<file path="src/hdl/ccr_defs.svh">
// Register offsets, field positions, reset values and counts of the core configuration bank.
// Assumes inclusion by bare name from the package and the design files.
`ifndef CCR_DEFS_SVH
`define CCR_DEFS_SVH
`define CCR_OFS_PLL_CONTROL  8'h00
`define CCR_OFS_CHIP_IDENT   8'h04
`define CCR_OFS_ADDR_ATTR0   8'h10
`define CCR_OFS_STATUS       8'h20
`define CCR_REG_WIDTH        24
`define CCR_MF_LSB           0
`define CCR_MF_MSB           11
`define CCR_CRYSTAL_OUT_DISABLE_BIT         16
`define CCR_PD_LSB           20
`define CCR_PD_MSB           23
`define CCR_PLL_RESET        24'h00_0000
`define CCR_PLL_WR_MASK      24'hF1_0FFF
`define CCR_IDR_REV_LSB      12
`define CCR_IDR_REV_MSB      15
`define CCR_IDR_DER_MSB      11
`define CCR_ADDR_MUX_BIT     6
`define CCR_AAR_RESET        24'h00_0000
`define CCR_AAR_COUNT        4
`define CCR_UNMAPPED_DATA    32'hDEAD_BEEF
`endif

</file>
<file path="src/hdl/ccr_pkg.sv">
// Types shared by the core configuration bank.
// Assumes ccr_defs.svh is on the include path.
`include "ccr_defs.svh"
package ccr_pkg;
  typedef logic [`CCR_REG_WIDTH-1:0] ccr_word_t;
  typedef enum logic [1:0] {
    CCR_IDLE,
    CCR_RESP
  } ccr_state_e;
endpackage : ccr_pkg

</file>
<file path="src/hdl/ccr_attr_reg.sv">
// One address attribute register with its multiplex bit held reserved.
// Assumes writes come from the bank's decoded Avalon-MM write strobe.
`timescale 1ns/1ps
`include "ccr_defs.svh"
module ccr_attr_reg (
  input  wire logic             clk,
  input  wire logic             sys_rst,
  input  wire logic             wr_en,
  input  wire ccr_pkg::ccr_word_t wr_data,
  output ccr_pkg::ccr_word_t    value_q,
  output logic                  mux_write_err
);
  ccr_pkg::ccr_word_t value_d;
  // Address multiplexing is unsupported, so the bit always reads as zero.
  assign value_d = wr_data & ~(ccr_pkg::ccr_word_t'(1) << `CCR_ADDR_MUX_BIT);
  assign mux_write_err = wr_en & wr_data[`CCR_ADDR_MUX_BIT];
  always_ff @(posedge clk or posedge sys_rst) begin
    if (sys_rst) begin
      value_q <= `CCR_AAR_RESET;
    end else if (wr_en) begin
      value_q <= value_d;
    end
  end
endmodule : ccr_attr_reg

</file>
<file path="src/hdl/ccr_core_config.sv">
// Core configuration bank: PLL control, identification and address attribute registers.
// Assumes a single Avalon-MM master on clk; a PLL consumes the factor outputs.
`timescale 1ns/1ps
`include "ccr_defs.svh"
module ccr_core_config #(
  parameter logic [3:0]  REVISION   = 4'h0,
  parameter logic [11:0] DERIVATIVE = 12'h0_ABC // Arbitrary value that names no part.
) (
  input  wire logic        clk,
  input  wire logic        sys_rst,
  input  wire logic [7:0]  avs_address,
  input  wire logic        avs_read,
  input  wire logic        avs_write,
  input  wire logic [31:0] avs_writedata,
  input  wire logic [3:0]  avs_byteenable,
  output logic [31:0]      avs_readdata,
  output logic             avs_waitrequest,
  output logic [12:0]      pll_mult_eff,
  output logic [4:0]       pll_prediv_eff,
  output logic             crystal_out_disable
);
  localparam int unsigned MF_WIDTH  = `CCR_MF_MSB - `CCR_MF_LSB + 1;
  localparam int unsigned PD_WIDTH  = `CCR_PD_MSB - `CCR_PD_LSB + 1;
  localparam logic [7:0]  ATTR_BASE = `CCR_OFS_ADDR_ATTR0;

  // The outputs and the lane decode rely on these widths, so any other register or field width stops the build.
  if (`CCR_REG_WIDTH != 24) begin : g_bad_width
    $error("Register width must be 24 bits.");
  end
  if (MF_WIDTH != 12) begin : g_bad_mf
    $error("Multiplier field must be 12 bits.");
  end
  if (PD_WIDTH != 4) begin : g_bad_pd
    $error("Predivider field must be 4 bits.");
  end
  if (`CCR_CRYSTAL_OUT_DISABLE_BIT >= `CCR_REG_WIDTH) begin : g_bad_crystal_out_disable
    $error("Crystal disable bit lies outside the register.");
  end
  if (`CCR_PLL_RESET != 24'h00_0000) begin : g_bad_reset
    $error("Reset must clear every control field.");
  end
  if (`CCR_AAR_COUNT != 4) begin : g_bad_count
    $error("Attribute register count must be four.");
  end
  if (ATTR_BASE[3:0] != 4'h0) begin : g_bad_base
    $error("Attribute block must start on a 16-byte boundary.");
  end

  ccr_pkg::ccr_state_e       state_q;
  ccr_pkg::ccr_state_e       state_d;
  ccr_pkg::ccr_word_t        pll_control_reg_q;
  ccr_pkg::ccr_word_t        pll_control_reg_d;
  ccr_pkg::ccr_word_t        pll_wr_mask;
  ccr_pkg::ccr_word_t        be_mask;
  ccr_pkg::ccr_word_t        wr_word;
  ccr_pkg::ccr_word_t        chip_ident_reg;
  ccr_pkg::ccr_word_t        attr_q [`CCR_AAR_COUNT];
  ccr_pkg::ccr_word_t        attr_sel;
  logic [`CCR_AAR_COUNT-1:0] attr_err;
  logic                      attr_full;
  logic                      mux_err_q;
  logic                      mux_err_d;
  logic [31:0]               rd_pll_word;
  logic [31:0]               rd_idr_word;
  logic [31:0]               rd_attr_word;
  logic [31:0]               rd_stat_word;
  logic [31:0]               rdata_d;
  logic                      req;
  logic                      take;
  logic                      launch;
  logic                      wr_take;
  logic                      rd_take;
  logic                      rd_launch;
  logic                      wait_d;
  logic                      hit_pll;
  logic                      hit_idr;
  logic                      hit_stat;
  logic                      hit_attr;
  logic                      pll_wr;
  logic                      stat_clr;
  logic [1:0]                attr_idx;
  logic [MF_WIDTH-1:0]       mult_field;
  logic [PD_WIDTH-1:0]       prediv_field;
  logic [12:0]               mult_eff_d;
  logic [4:0]                prediv_eff_d;
  logic                      xtal_dis_d;

  // One wait cycle: a request is launched on its first edge and taken on the next, which
  // leaves a whole cycle to register the read data.
  assign req       = (avs_read | avs_write) & ~sys_rst;
  assign take      = req & (state_q == ccr_pkg::CCR_RESP);
  assign launch    = req & (state_q == ccr_pkg::CCR_IDLE);
  assign wr_take   = take & avs_write;
  assign rd_take   = take & avs_read;
  assign rd_launch = launch & avs_read;
  assign wait_d    = ~launch;
  assign state_d   = launch ? ccr_pkg::CCR_RESP : ccr_pkg::CCR_IDLE;

  assign hit_pll  = avs_address == `CCR_OFS_PLL_CONTROL;
  assign hit_idr  = avs_address == `CCR_OFS_CHIP_IDENT;
  assign hit_stat = avs_address == `CCR_OFS_STATUS;
  assign hit_attr = (avs_address[7:4] == ATTR_BASE[7:4]) & (avs_address[1:0] == 2'b00);
  assign attr_idx = avs_address[3:2];
  assign pll_wr   = wr_take & hit_pll;
  assign stat_clr = rd_take & hit_stat;

  // Lane three carries no register bits, so its enable is ignored.
  assign be_mask     = {{8{avs_byteenable[2]}}, {8{avs_byteenable[1]}}, {8{avs_byteenable[0]}}};
  assign wr_word     = avs_writedata[23:0];
  assign pll_wr_mask = be_mask & `CCR_PLL_WR_MASK;
  // A partial write would split an attribute register, so only a full write lands.
  assign attr_full   = &avs_byteenable[2:0];

  assign chip_ident_reg = {8'h00, REVISION, DERIVATIVE};

  // Reserved control bits are masked on write, so they always read back as zero.
  assign pll_control_reg_d = (pll_control_reg_q & ~pll_wr_mask) | (wr_word & pll_wr_mask);
  assign mult_field        = pll_control_reg_q[`CCR_MF_MSB:`CCR_MF_LSB];
  assign prediv_field      = pll_control_reg_q[`CCR_PD_MSB:`CCR_PD_LSB];
  assign mult_eff_d        = {1'b0, mult_field} + 13'h0001;
  assign prediv_eff_d      = {1'b0, prediv_field} + 5'h01;
  assign xtal_dis_d        = pll_control_reg_q[`CCR_CRYSTAL_OUT_DISABLE_BIT];

  assign attr_sel     = attr_q[attr_idx];
  assign rd_pll_word  = {8'h00, pll_control_reg_q};
  assign rd_idr_word  = {8'h00, chip_ident_reg};
  assign rd_attr_word = {8'h00, attr_sel};
  assign rd_stat_word = {31'h0000_0000, mux_err_q};
  assign rdata_d      = hit_pll  ? rd_pll_word  :
                        hit_idr  ? rd_idr_word  :
                        hit_attr ? rd_attr_word :
                        hit_stat ? rd_stat_word : `CCR_UNMAPPED_DATA;

  // A one written to the reserved multiplex bit is latched and a status read clears it.
  // The set wins when both fall in one cycle, so no such write goes unreported.
  assign mux_err_d = (|attr_err) | (mux_err_q & ~stat_clr);

  always_ff @(posedge clk or posedge sys_rst) begin
    if (sys_rst) begin
      state_q <= ccr_pkg::CCR_IDLE;
    end else begin
      state_q <= state_d;
    end
  end

  always_ff @(posedge clk or posedge sys_rst) begin
    if (sys_rst) begin
      avs_waitrequest <= 1'b1;
    end else begin
      avs_waitrequest <= wait_d;
    end
  end

  always_ff @(posedge clk or posedge sys_rst) begin
    if (sys_rst) begin
      avs_readdata <= 32'h0000_0000;
    end else if (rd_launch) begin
      avs_readdata <= rdata_d;
    end
  end

  always_ff @(posedge clk or posedge sys_rst) begin
    if (sys_rst) begin
      pll_control_reg_q <= `CCR_PLL_RESET;
    end else if (pll_wr) begin
      pll_control_reg_q <= pll_control_reg_d;
    end
  end

  always_ff @(posedge clk or posedge sys_rst) begin
    if (sys_rst) begin
      pll_mult_eff <= 13'h0001;
    end else begin
      pll_mult_eff <= mult_eff_d;
    end
  end

  always_ff @(posedge clk or posedge sys_rst) begin
    if (sys_rst) begin
      pll_prediv_eff <= 5'h01;
    end else begin
      pll_prediv_eff <= prediv_eff_d;
    end
  end

  always_ff @(posedge clk or posedge sys_rst) begin
    if (sys_rst) begin
      crystal_out_disable <= 1'b0;
    end else begin
      crystal_out_disable <= xtal_dis_d;
    end
  end

  always_ff @(posedge clk or posedge sys_rst) begin
    if (sys_rst) begin
      mux_err_q <= 1'b0;
    end else begin
      mux_err_q <= mux_err_d;
    end
  end

  for (genvar i = 0; i < `CCR_AAR_COUNT; i++) begin : g_attr
    logic attr_hit;
    logic attr_wr;
    assign attr_hit = hit_attr & (attr_idx == 2'(i));
    assign attr_wr  = wr_take & attr_hit & attr_full;
    ccr_attr_reg u_attr (
      .clk           (clk),
      .sys_rst       (sys_rst),
      .wr_en         (attr_wr),
      .wr_data       (wr_word),
      .value_q       (attr_q[i]),
      .mux_write_err (attr_err[i])
    );
  end
endmodule : ccr_core_config

</file>
<file path="config.mk">
export PLATFORM = sky130hd
export DESIGN_NAME = ccr_core_config
export DESIGN_NICKNAME = d
export VERILOG_FILES = /design/src/hdl/ccr_pkg.sv /design/src/hdl/ccr_attr_reg.sv /design/src/hdl/ccr_core_config.sv
export VERILOG_INCLUDE_DIRS = /design/src /design/src/hdl
export SDC_FILE = /design/constraint.sdc
export NUM_CORES = 1
export LEC_CHECK = 0
export ABC_AREA = 1
export CAP_MARGIN = 20
export CORE_ASPECT_RATIO = 1.5
export CORE_UTILIZATION = 30
export CTS_CLUSTER_SIZE = 24
export DETAILED_ROUTE_END_ITERATION = 10
export DONT_BUFFER_PORTS = 1
export PLACE_DENSITY = 0.52
export SLEW_MARGIN = 20
export SYNTH_ARGS = -nofsm -noshare
export SYNTH_HDL_FRONTEND = slang
export SYNTH_HIERARCHICAL = 1
export SYNTH_SLANG_ARGS = --single-unit
</file>
<file path="constraint.sdc">
create_clock -name clk -period 1.7 [get_ports clk]
set_input_delay 0.085 -clock clk [delete_from_list [all_inputs] [get_ports clk]]
set_output_delay 0.085 -clock clk [all_outputs]
set_load 0.005 [all_outputs]
</file>
## Word level (Yosys, flattened, before mapping)

Index checks and enable logic that the tools add are counted.

| cells by class | value |
|---|---|
| equal/unequal tests | 7 |
| multiply operators | 0 |
| divide/modulo/power cells | 0 |
| mux-type cells | 8 |
| add/sub/neg operators | 2 |
| reduce and logical (&&, ||, !) cells | 6 |
| order comparisons | 1 |
| shift-type cells | 0 |
| bitwise operators | 36 |

Operators with widths:

| cell | number |
|---|---|
| two-way mux 32 bit | 4 |
| bitwise AND 24 bit | 2 |
| binary-select mux 24 bit (select 2 bit) | 1 |
| two-way mux 24 bit | 2 |
| bitwise AND 1 bit | 26 |
| NOT 24 bit | 1 |
| OR 24 bit | 1 |
| adder 12 x 1 -> 13 bit (second input constant) | 1 |
| equality test 8 x 3 -> 1 bit (second input constant) | 1 |
| equality test 8 x 6 -> 1 bit (second input constant) | 1 |
| logical NOT 8 bit | 1 |
| logical NOT 2 bit | 3 |
| adder 4 x 1 -> 5 bit (second input constant) | 1 |
| equality test 2 bit (second input constant) | 2 |
| equality test 4 x 1 -> 1 bit (second input constant) | 1 |
| OR reduction 4 bit | 1 |
| greater-or-equal comparator 3 bit (second input constant) | 1 |
| NOT 1 bit | 3 |
| NOT 2 -> 3 bit | 1 |
| AND reduction 3 bit | 1 |
| equality test 2 x 1 -> 1 bit (second input constant) | 1 |
| OR 1 bit | 2 |
| equality test 1 bit (second input constant) | 1 |
| two-way mux 1 bit | 1 |

| storage, ports and cells | value |
|---|---|
| memory bits (writable) | 0 |
| memories kept | 0 |
| logic and storage cells | 72 |
| bits in registers | 170 |
| bits in latches | 0 |
| output and inout bits | 52 |
| memory bits (read-only) | 0 |
| input bits | 48 |

## Depth between registers and ports, before layout

Gate-level depths: netlist (run 1).

| logic depth | value |
|---|---|
| depth after elaboration | 9 |
| mapped depth | 11 |
| gate-level depth less buffers | 9 |

## Cells and area by module

Netlist (run 1), hierarchy kept.

Modules (own cells, without submodules):

| module | instances | cells an instance | area each (um^2) |
|---|---|---|---|
| ccr_attr_reg | 4 | 103 | 952.2 |
| ccr_core_config | 1 | 498 | 3726.1 |

## Worst setup path after synthesis (run 1)

No wires, ideal clock.

| timing | value |
|---|---|
| path type | input port to flip-flop |
| start | input port sys_rst |
| end | register g_attr[0].u_attr.value_q[19] |
| path slack | -1.294 ns |
| setup time | 0.116 ns |
| arrival time | 2.878 ns |
| stages on the path | 10 |
| path through | inv_1 > o21ai_2 > nor3_4 > nand2_1 > nor3_1 > buf_6 > inv_6 > buf_12 > nand2_2 > nand2_1 |

| between the ends | value |
|---|---|
| cells in the longest elaborated chain, start to end | 6 |

RTL lines:

| what | RTL line | source |
|---|---|---|
| start, declared | ccr_core_config.sv:10 | `input wire logic sys_rst,` |
| NOT 1 bit | ccr_core_config.sv:90 | `assign req = (avs_read \| avs_write) & ~sys_rst;` |
| bitwise AND 1 bit | ccr_core_config.sv:90 |  |
| bitwise AND 1 bit | ccr_core_config.sv:91 | `assign take = req & (state_q == ccr_pkg::CCR_RESP);` |
| bitwise AND 1 bit | ccr_core_config.sv:93 | `assign wr_take = take & avs_write;` |
| bitwise AND 1 bit (2 in series) | ccr_core_config.sv:206 | `assign attr_wr = wr_take & attr_hit & attr_full;` |
| via g_attr[0].attr_wr | ccr_core_config.sv:204 | `logic attr_wr;` |
| end signal, assigned | ccr_attr_reg.sv:19 | `` value_q <= `CCR_AAR_RESET; `` |
| end signal, assigned | ccr_attr_reg.sv:21 | `value_q <= value_d;` |
| end, declared | ccr_attr_reg.sv:10 | `output ccr_pkg::ccr_word_t value_q,` |

The timed path passes the listed nets, and every way through them passes these cells.
A chain may end at the register's enable or synchronous reset.

## Final worst setup path (run 1)

| timing | value |
|---|---|
| start | register state_q[0] |
| end | register g_attr[0].u_attr.value_q[18] |

| between the ends | value |
|---|---|
| cells in the longest elaborated chain, start to end | 5 |

RTL lines:

| what | RTL line | source |
|---|---|---|
| start, declared | ccr_core_config.sv:49 | `ccr_pkg::ccr_state_e state_q;` |
| start signal, assigned | ccr_core_config.sv:140 | `state_q <= ccr_pkg::CCR_IDLE;` |
| start signal, assigned | ccr_core_config.sv:142 | `state_q <= state_d;` |
| equality test 1 bit | ccr_core_config.sv:91 |  |
| bitwise AND 1 bit | ccr_core_config.sv:91 |  |
| bitwise AND 1 bit | ccr_core_config.sv:93 |  |
| bitwise AND 1 bit (2 in series) | ccr_core_config.sv:206 |  |
| via g_attr[0].attr_wr | ccr_core_config.sv:204 |  |

The timed path passes the listed nets, and every way through them passes these cells.

==> key figures, run 1 <==
Run status
  • Outcome: complete, no violations

Layout
  • Commonest cells after routing, fill and taps aside: nand2_1 (428), dfrtp_1 (153), inv_1 (59)
  • Commonest non-fill, non-tap cell in the layout: nand2_1
  • Area Overhead vs Synth: 16.92%
  • # diodes: 0
  • Fin nets: 1001
  • Layout cells sized above 1: 0.1577

Place
  • Buffers on Ports: 0
  • Place WS: 0.06781 ns
  • GP Congestion: 0.7989
  • HPWL after DPL: 14.53 mm

Global route
  • Grt ovf: 0
  • Largest net degree at the start of global routing: 65
  • Initial antenna violation count: 1
  • Vias in the first global route: 5853
  • First-pass GRT wire length: 33.83 mm
  • All-Layer GR Usage: 0.1747

Clocking
  • Root Buffer: clkbuf_16
  • H-tree depth: 4
  • CTS clk-pin slew, worst paths: 0.06 ns
  • Max clock buf depth: 2
  • Worst-Skew Late Latency: 0.43 ns
  • TritonCTS clock tree: done
  • Clock sink total: 156
  • Total CTS buffers: 17

Hold path
  • Hold WC Path Type: input port to register

Flow run
  • Max-Cap Viols: 0

Synth
  • Unique cell type count in the Yosys netlist: 37
  • Yosys warning count: 6
  • Sequential fraction of the synthesis area: 0.5186
  • Avg Cell Area, Syn: 8.280 µm²
  • Post-synth ARST share: 1.000
  • Number of flops mapped to enable cells by yosys: 0
  • FF+latch count, synth: 156
  • Mapped Area: 7535 µm²
  • Synthesized netlist cell count: 910
  • Most used DFF post-synth: dfrtp_1

STA
  • Pins Over Slew Limit: 0
  • Final setup violation count: 0
  • Setup tns final: 0 ns
  • Min Tclk post-route: 1.580 ns
  • Final worst-path cycle share: 0.9293
  • Clk_skew: 0.008170 ns
  • Slew at the pin closest to its max-slew limit: 0.8721 ns
  • Final hold violation count: 0
  • Max-slew headroom: 0.4186
  • Final WS setup: 0.1201 ns
  • Maximum clock rate: 0.6330 GHz

Critical path
  • Crit path launch type: register
  • Worst setup path class: register to register
  • Critical path fanouts, max: 25
  • CP max stage cell: dfrtp_1
  • CP Data Required Time: 2.02 ns
  • Critical path's top delay family: simple AND/OR/NAND/NOR gates
  • Slowest cell delay on critical path: 0.36 ns
  • Crit-path cells: inv_2, nor3_4, nand2_2, nor3_2, buf_12, inv_6, nand2_1, nand2_1
  • Crit path DAT: 1.90 ns
  • Cell mode on critical path: nand2_1
  • Worst path bufs/invs: 3
  • Nature of the critical path endpoint: register

Die
  • # rows: 70
  • # IOs: 100
  • Core footprint: 24520 µm²
  • Die Y: 196.1 µm
  • Full die area: 25770 µm²
  • Initial Utilization: 0.3072
  • Die Wd: 131.4 µm

Routing
  • First-pass DRT Iterations: 5
  • DRT iter0 DRCs: 398
  • Avg WL per Cell: 16.33 µm
  • Number of remaining DRC errors: 0
  • Detailed-route vias per instance: 4.403
  • Post-Route WL: 21.04 mm
  • Remaining antenna violation count: 0
  • Vias: 5671

Pwr
  • Int Pwr: 6.149 mW
  • Power share of the sequential group: 0.475
  • Clock group share of total power: 0.461
  • Sw Share: 0.2461
  • Sw power: 2.008 mW
  • Logic pwr share: 0.064
  • Peak VDD IR: 0.0004976 V
  • Leak: 4.547 nW
  • Pwr Density: 925.9 nW/µm²
==> cells in the mapped netlist (3+ instances only) <==
library cell  count  area (µm²)
inv_1            60       225.2
buf_2             4       20.02
nor2_4            6       67.56
inv_2             5       18.77
a22oi_1           4       30.03
nand4_1          10       62.56
xor2_1           10       87.58
buf_6            16       180.2
a21oi_1          12       60.06
nand2_1         429        1610
o22ai_1          11       68.82
nand3_1          15       75.07
dfrtp_1         153        3829
nand2_2          45       281.5
buf_4            18       135.1
inv_6             4       35.03
nor3_1            8       40.04
o21ai_0          13       65.06
o21ai_1           5       25.02
buf_12            4       80.08
dfstp_2           3       78.83
o21ai_2           9       78.83
conb_1            5       18.77
nor2_1           40       150.1
o21a_1            3       22.52
==> layer usage <==
metal,global-route usage,routed length [µm],up-vias,part of all wire
li1,-,-,2859,-
met1,0.2049,8827,2663,0.42
met2,0.3156,10880,122,0.52
met3,0.03282,993,25,0.047
met4,0.06331,323,2,0.015
met5,0,10,-,0.00048
==> worst min-delay path, delay by kind of cell <==
| kind | cells | cell delay (ns) |
|---|---|---|
| simple gates | 4 | 0.27 |
| compound gates | 1 | 0.07 |
==> power groups by stage <==
stage          sequential (mW)  clock, mW  combinational, mW
2_1_floorplan             3.92          0              0.340
4_1_cts                   3.88       3.85              0.533
3_3_place_gp              3.95          0              0.418
5_1_grt                   3.89       4.00              0.590
6_report                  3.88       3.76              0.523
3_5_place_dp              3.95          0              0.422
==> final timing paths <==
path / from / to / slack, ns / cells after the start
min: avs_address[3] / avs_readdata[0] / 0.04 / 5
max: state_q[0] / g_attr[0].u_attr/value_q[18] / 0.12 / 8
min reg2reg: register / crystal_out_disable / 0.43 / 0
min in group asynchronous: sys_rst / g_attr[3].u_attr/value_q[1] / 0.08 / 2
max in group asynchronous: sys_rst / async pin / 0.65 / 3
max reg2reg: state_q[0] / g_attr[0].u_attr/value_q[18] / 0.12 / 8
==> metrics by stage <==
stage | util | power [mW] | area [µm²] | hold WS, ns | std cells
after floorplan | - | 4.262 | 7602 | 0.08692 | 911
after global placement | 0.3209 | 4.365 | 7870 | -0.02860 | 1221
after detailed placement | 0.3209 | 4.370 | 7870 | -0.02987 | 1221
after CTS | 0.3588 | 8.260 | 8798 | 0.02093 | 1288
after global routing | 0.3592 | 8.475 | 8810 | 0.05707 | 1288
final | 0.3592 | 8.157 | 8810 | 0.03891 | 1288
==> final cells by class <==
| type | instances | area [µm²] |
|---|---|---|
| clock inverters | 12 | 141.4 |
| well taps | 324 | 405.4 |
| multi-input cells | 643 | 2993 |
| fillers | 2597 | 15710 |
| flip-flops and latches | 156 | 3908 |
| inverters | 69 | 282.8 |
| clock buffers | 20 | 436.7 |
| repair buffers | 64 | 643.1 |
==> logic make-up after synthesis <==
family / share of synthesized area
compound gates: 0.05032
flops: 0.5186
xor+xnor: 0.01162
simple gates: 0.3210
fa+ha+maj: 0.003321
buf+inv: 0.09266
other cells: 0.002491
==> timing repair <==
item | CTS | global route
endpoints found under the hold margin | 266 | 0
endpoints found under the setup margin | 0 | 2
hold buffers | 35 | 0
buffers inserted | 0 | 0
gates resized for setup | 0 | 2
(Power assumes the default switching activity.)
==> run 2, diff against run 1 <==
- CORE_ASPECT_RATIO: 1.5 -> 1.25
==> key figures, run 2 (synthesis results as in run 1) <==
Layout
  • Filler instances: 2593
  • Cell area after layout: 8866 µm²
  • Multi-input logic area: 3019 µm²
  • Area Overhead vs Synth: 17.67%
  • Commonest cells after routing, fill and taps aside: nand2_1 (428), dfrtp_1 (153), inv_1 (59)
  • Fin nets: 1004
  • Fin cells: 1298
  • Register area: 3908 µm²
  • Layout cells sized above 1: 0.1624
  • Commonest non-fill, non-tap cell in the layout: nand2_1

Pwr
  • Int Pwr: 6.413 mW
  • Pwr Density: 948.3 nW/µm²
  • Sw power: 1.995 mW
  • Peak VDD IR: 0.0005590 V
  • Leak: 4.633 nW
  • Sw Share: 0.2372
  • Clock group share of total power: 0.477
  • Power share of the sequential group: 0.461
  • Logic pwr share: 0.062

Clocking
  • Total CTS buffers: 17
  • Root Buffer: clkbuf_16
  • Clock sink total: 156
  • TritonCTS clock tree: done
  • Worst-Skew Late Latency: 0.43 ns
  • CTS clk-pin slew, worst paths: 0.07 ns
  • H-tree depth: 4
  • Max clock buf depth: 2

Critical path
  • Crit path launch type: register
  • Crit path DAT: 1.96 ns
  • Crit-path cells: inv_2, nor3_4, nand2_4, nor3_2, buf_6, buf_4, nand2_1, nand2_1
  • Cell mode on critical path: nand2_1
  • Critical path fanouts, max: 10
  • Slowest cell delay on critical path: 0.36 ns
  • CP Data Required Time: 2.07 ns
  • CP max stage cell: dfrtp_1
  • Worst setup path class: register to register
  • Nature of the critical path endpoint: register

Routing
  • Post-Route WL: 21.52 mm
  • Number of remaining DRC errors: 0
  • Detailed-route vias per instance: 4.441
  • DRT iter0 DRCs: 300
  • Avg WL per Cell: 16.58 µm
  • First-pass DRT Iterations: 4
  • Remaining antenna violation count: 0
  • Vias: 5764

Die
  • Core footprint: 24580 µm²
  • # IOs: 100
  • Die Wd: 143.8 µm
  • # rows: 64
  • Full die area: 25760 µm²
  • Initial Utilization: 0.3065
  • Die Y: 179.2 µm

Global route
  • All-Layer GR Usage: 0.1783
  • Largest net degree at the start of global routing: 65
  • First-pass GRT wire length: 33.53 mm
  • Vias in the first global route: 5772
  • Grt ovf: 0
  • Initial antenna violation count: 2

STA
  • Pins Over Slew Limit: 0
  • Max-slew headroom: 0.4193
  • Final hold violation count: 0
  • Clk_skew: 0.008695 ns
  • Final setup violation count: 0
  • Final worst-path cycle share: 0.9328
  • Final WS setup: 0.1143 ns
  • Maximum clock rate: 0.6306 GHz
  • Slew at the pin closest to its max-slew limit: 0.8711 ns
  • Min Tclk post-route: 1.586 ns

Place
  • Inst Count DP: 1229
  • HPWL after DPL: 14.56 mm
  • Place WS: 0.008286 ns
  • Post-DP Area: 7855 µm²
  • GP Congestion: 0.8230
  • Buffers on Ports: 0

Run status
  • Outcome: complete, no violations

Hold path
  • Hold WC Path Type: input port to async pin

Flow run
  • Max-Cap Viols: 0
-- run 2: worst paths after layout --
path,from,to,slack (ns),cells after the start
setup / recovery,state_q[0],g_attr[1].u_attr/value_q[18],0.11,8
hold / removal,sys_rst,g_attr[2].u_attr/value_q[1],0.009,2
max in group asynchronous,sys_rst,avs_readdata[18],0.68,3
setup reg to reg,state_q[0],g_attr[1].u_attr/value_q[18],0.11,8
min in group clk,avs_address[2],avs_readdata[6],0.02,6
hold reg to reg,register,crystal_out_disable,0.43,0
-- run 2: layout make-up --
| class | instances | area share |
|---|---|---|
| clock buffers | 19 | 0.04883 |
| multi-input cells | 643 | 0.3405 |
| inverters | 69 | 0.03189 |
| well taps | 330 | 0.04657 |
| repair buffers | 67 | 0.07127 |
| clock inverters | 13 | 0.01990 |
| flip-flops and latches | 156 | 0.4407 |
| diodes | 1 | 0.0002822 |
-- run 2: stage by stage --
stage               utilization  total power [mW]  setup TNS, ns  hold slack (ns)
floorplan                     -             4.262         -42.46          0.08692
global placement         0.3195             4.368              0         -0.08379
detailed placement       0.3195             4.369              0         -0.08223
CTS                      0.3588             8.511              0         0.001625
global route             0.3606             8.739      -0.002166          0.02652
finish                   0.3606             8.408              0         0.008925
-- run 2: repair_timing --
action                                 4_1_cts  5_1_grt
hold buffers                                35        0
endpoints found under the hold margin      266        0
pin swaps                                    0        1
resized for setup                            1        7
buffers inserted                             0        1
setup endpoints to repair                    1       30
-- run 2: routing by layer --
layer  share of wire  up-vias  global-route usage
met4           0.018        2             0.06383
met3           0.048       29             0.03900
met5         0.00060        -                   0
met1            0.44     2736              0.2196
met2            0.50      125              0.3044
li1                -     2872                   -
-- run 2: power by group through the flow --
stage | logic, mW | registers [mW] | clock network (mW)
global route | 0.590 | 3.89 | 4.26
CTS | 0.531 | 3.88 | 4.10
global placement | 0.420 | 3.95 | 0
floorplan | 0.340 | 3.92 | 0
finish | 0.523 | 3.88 | 4.01
detailed placement | 0.419 | 3.95 | 0
-- run 2: critical path, delay by kind of cell (launching register included) --
kind          cells  cell delay [ns]
simple gates      5             0.69
flops             1             0.36
buf+inv           3             0.47
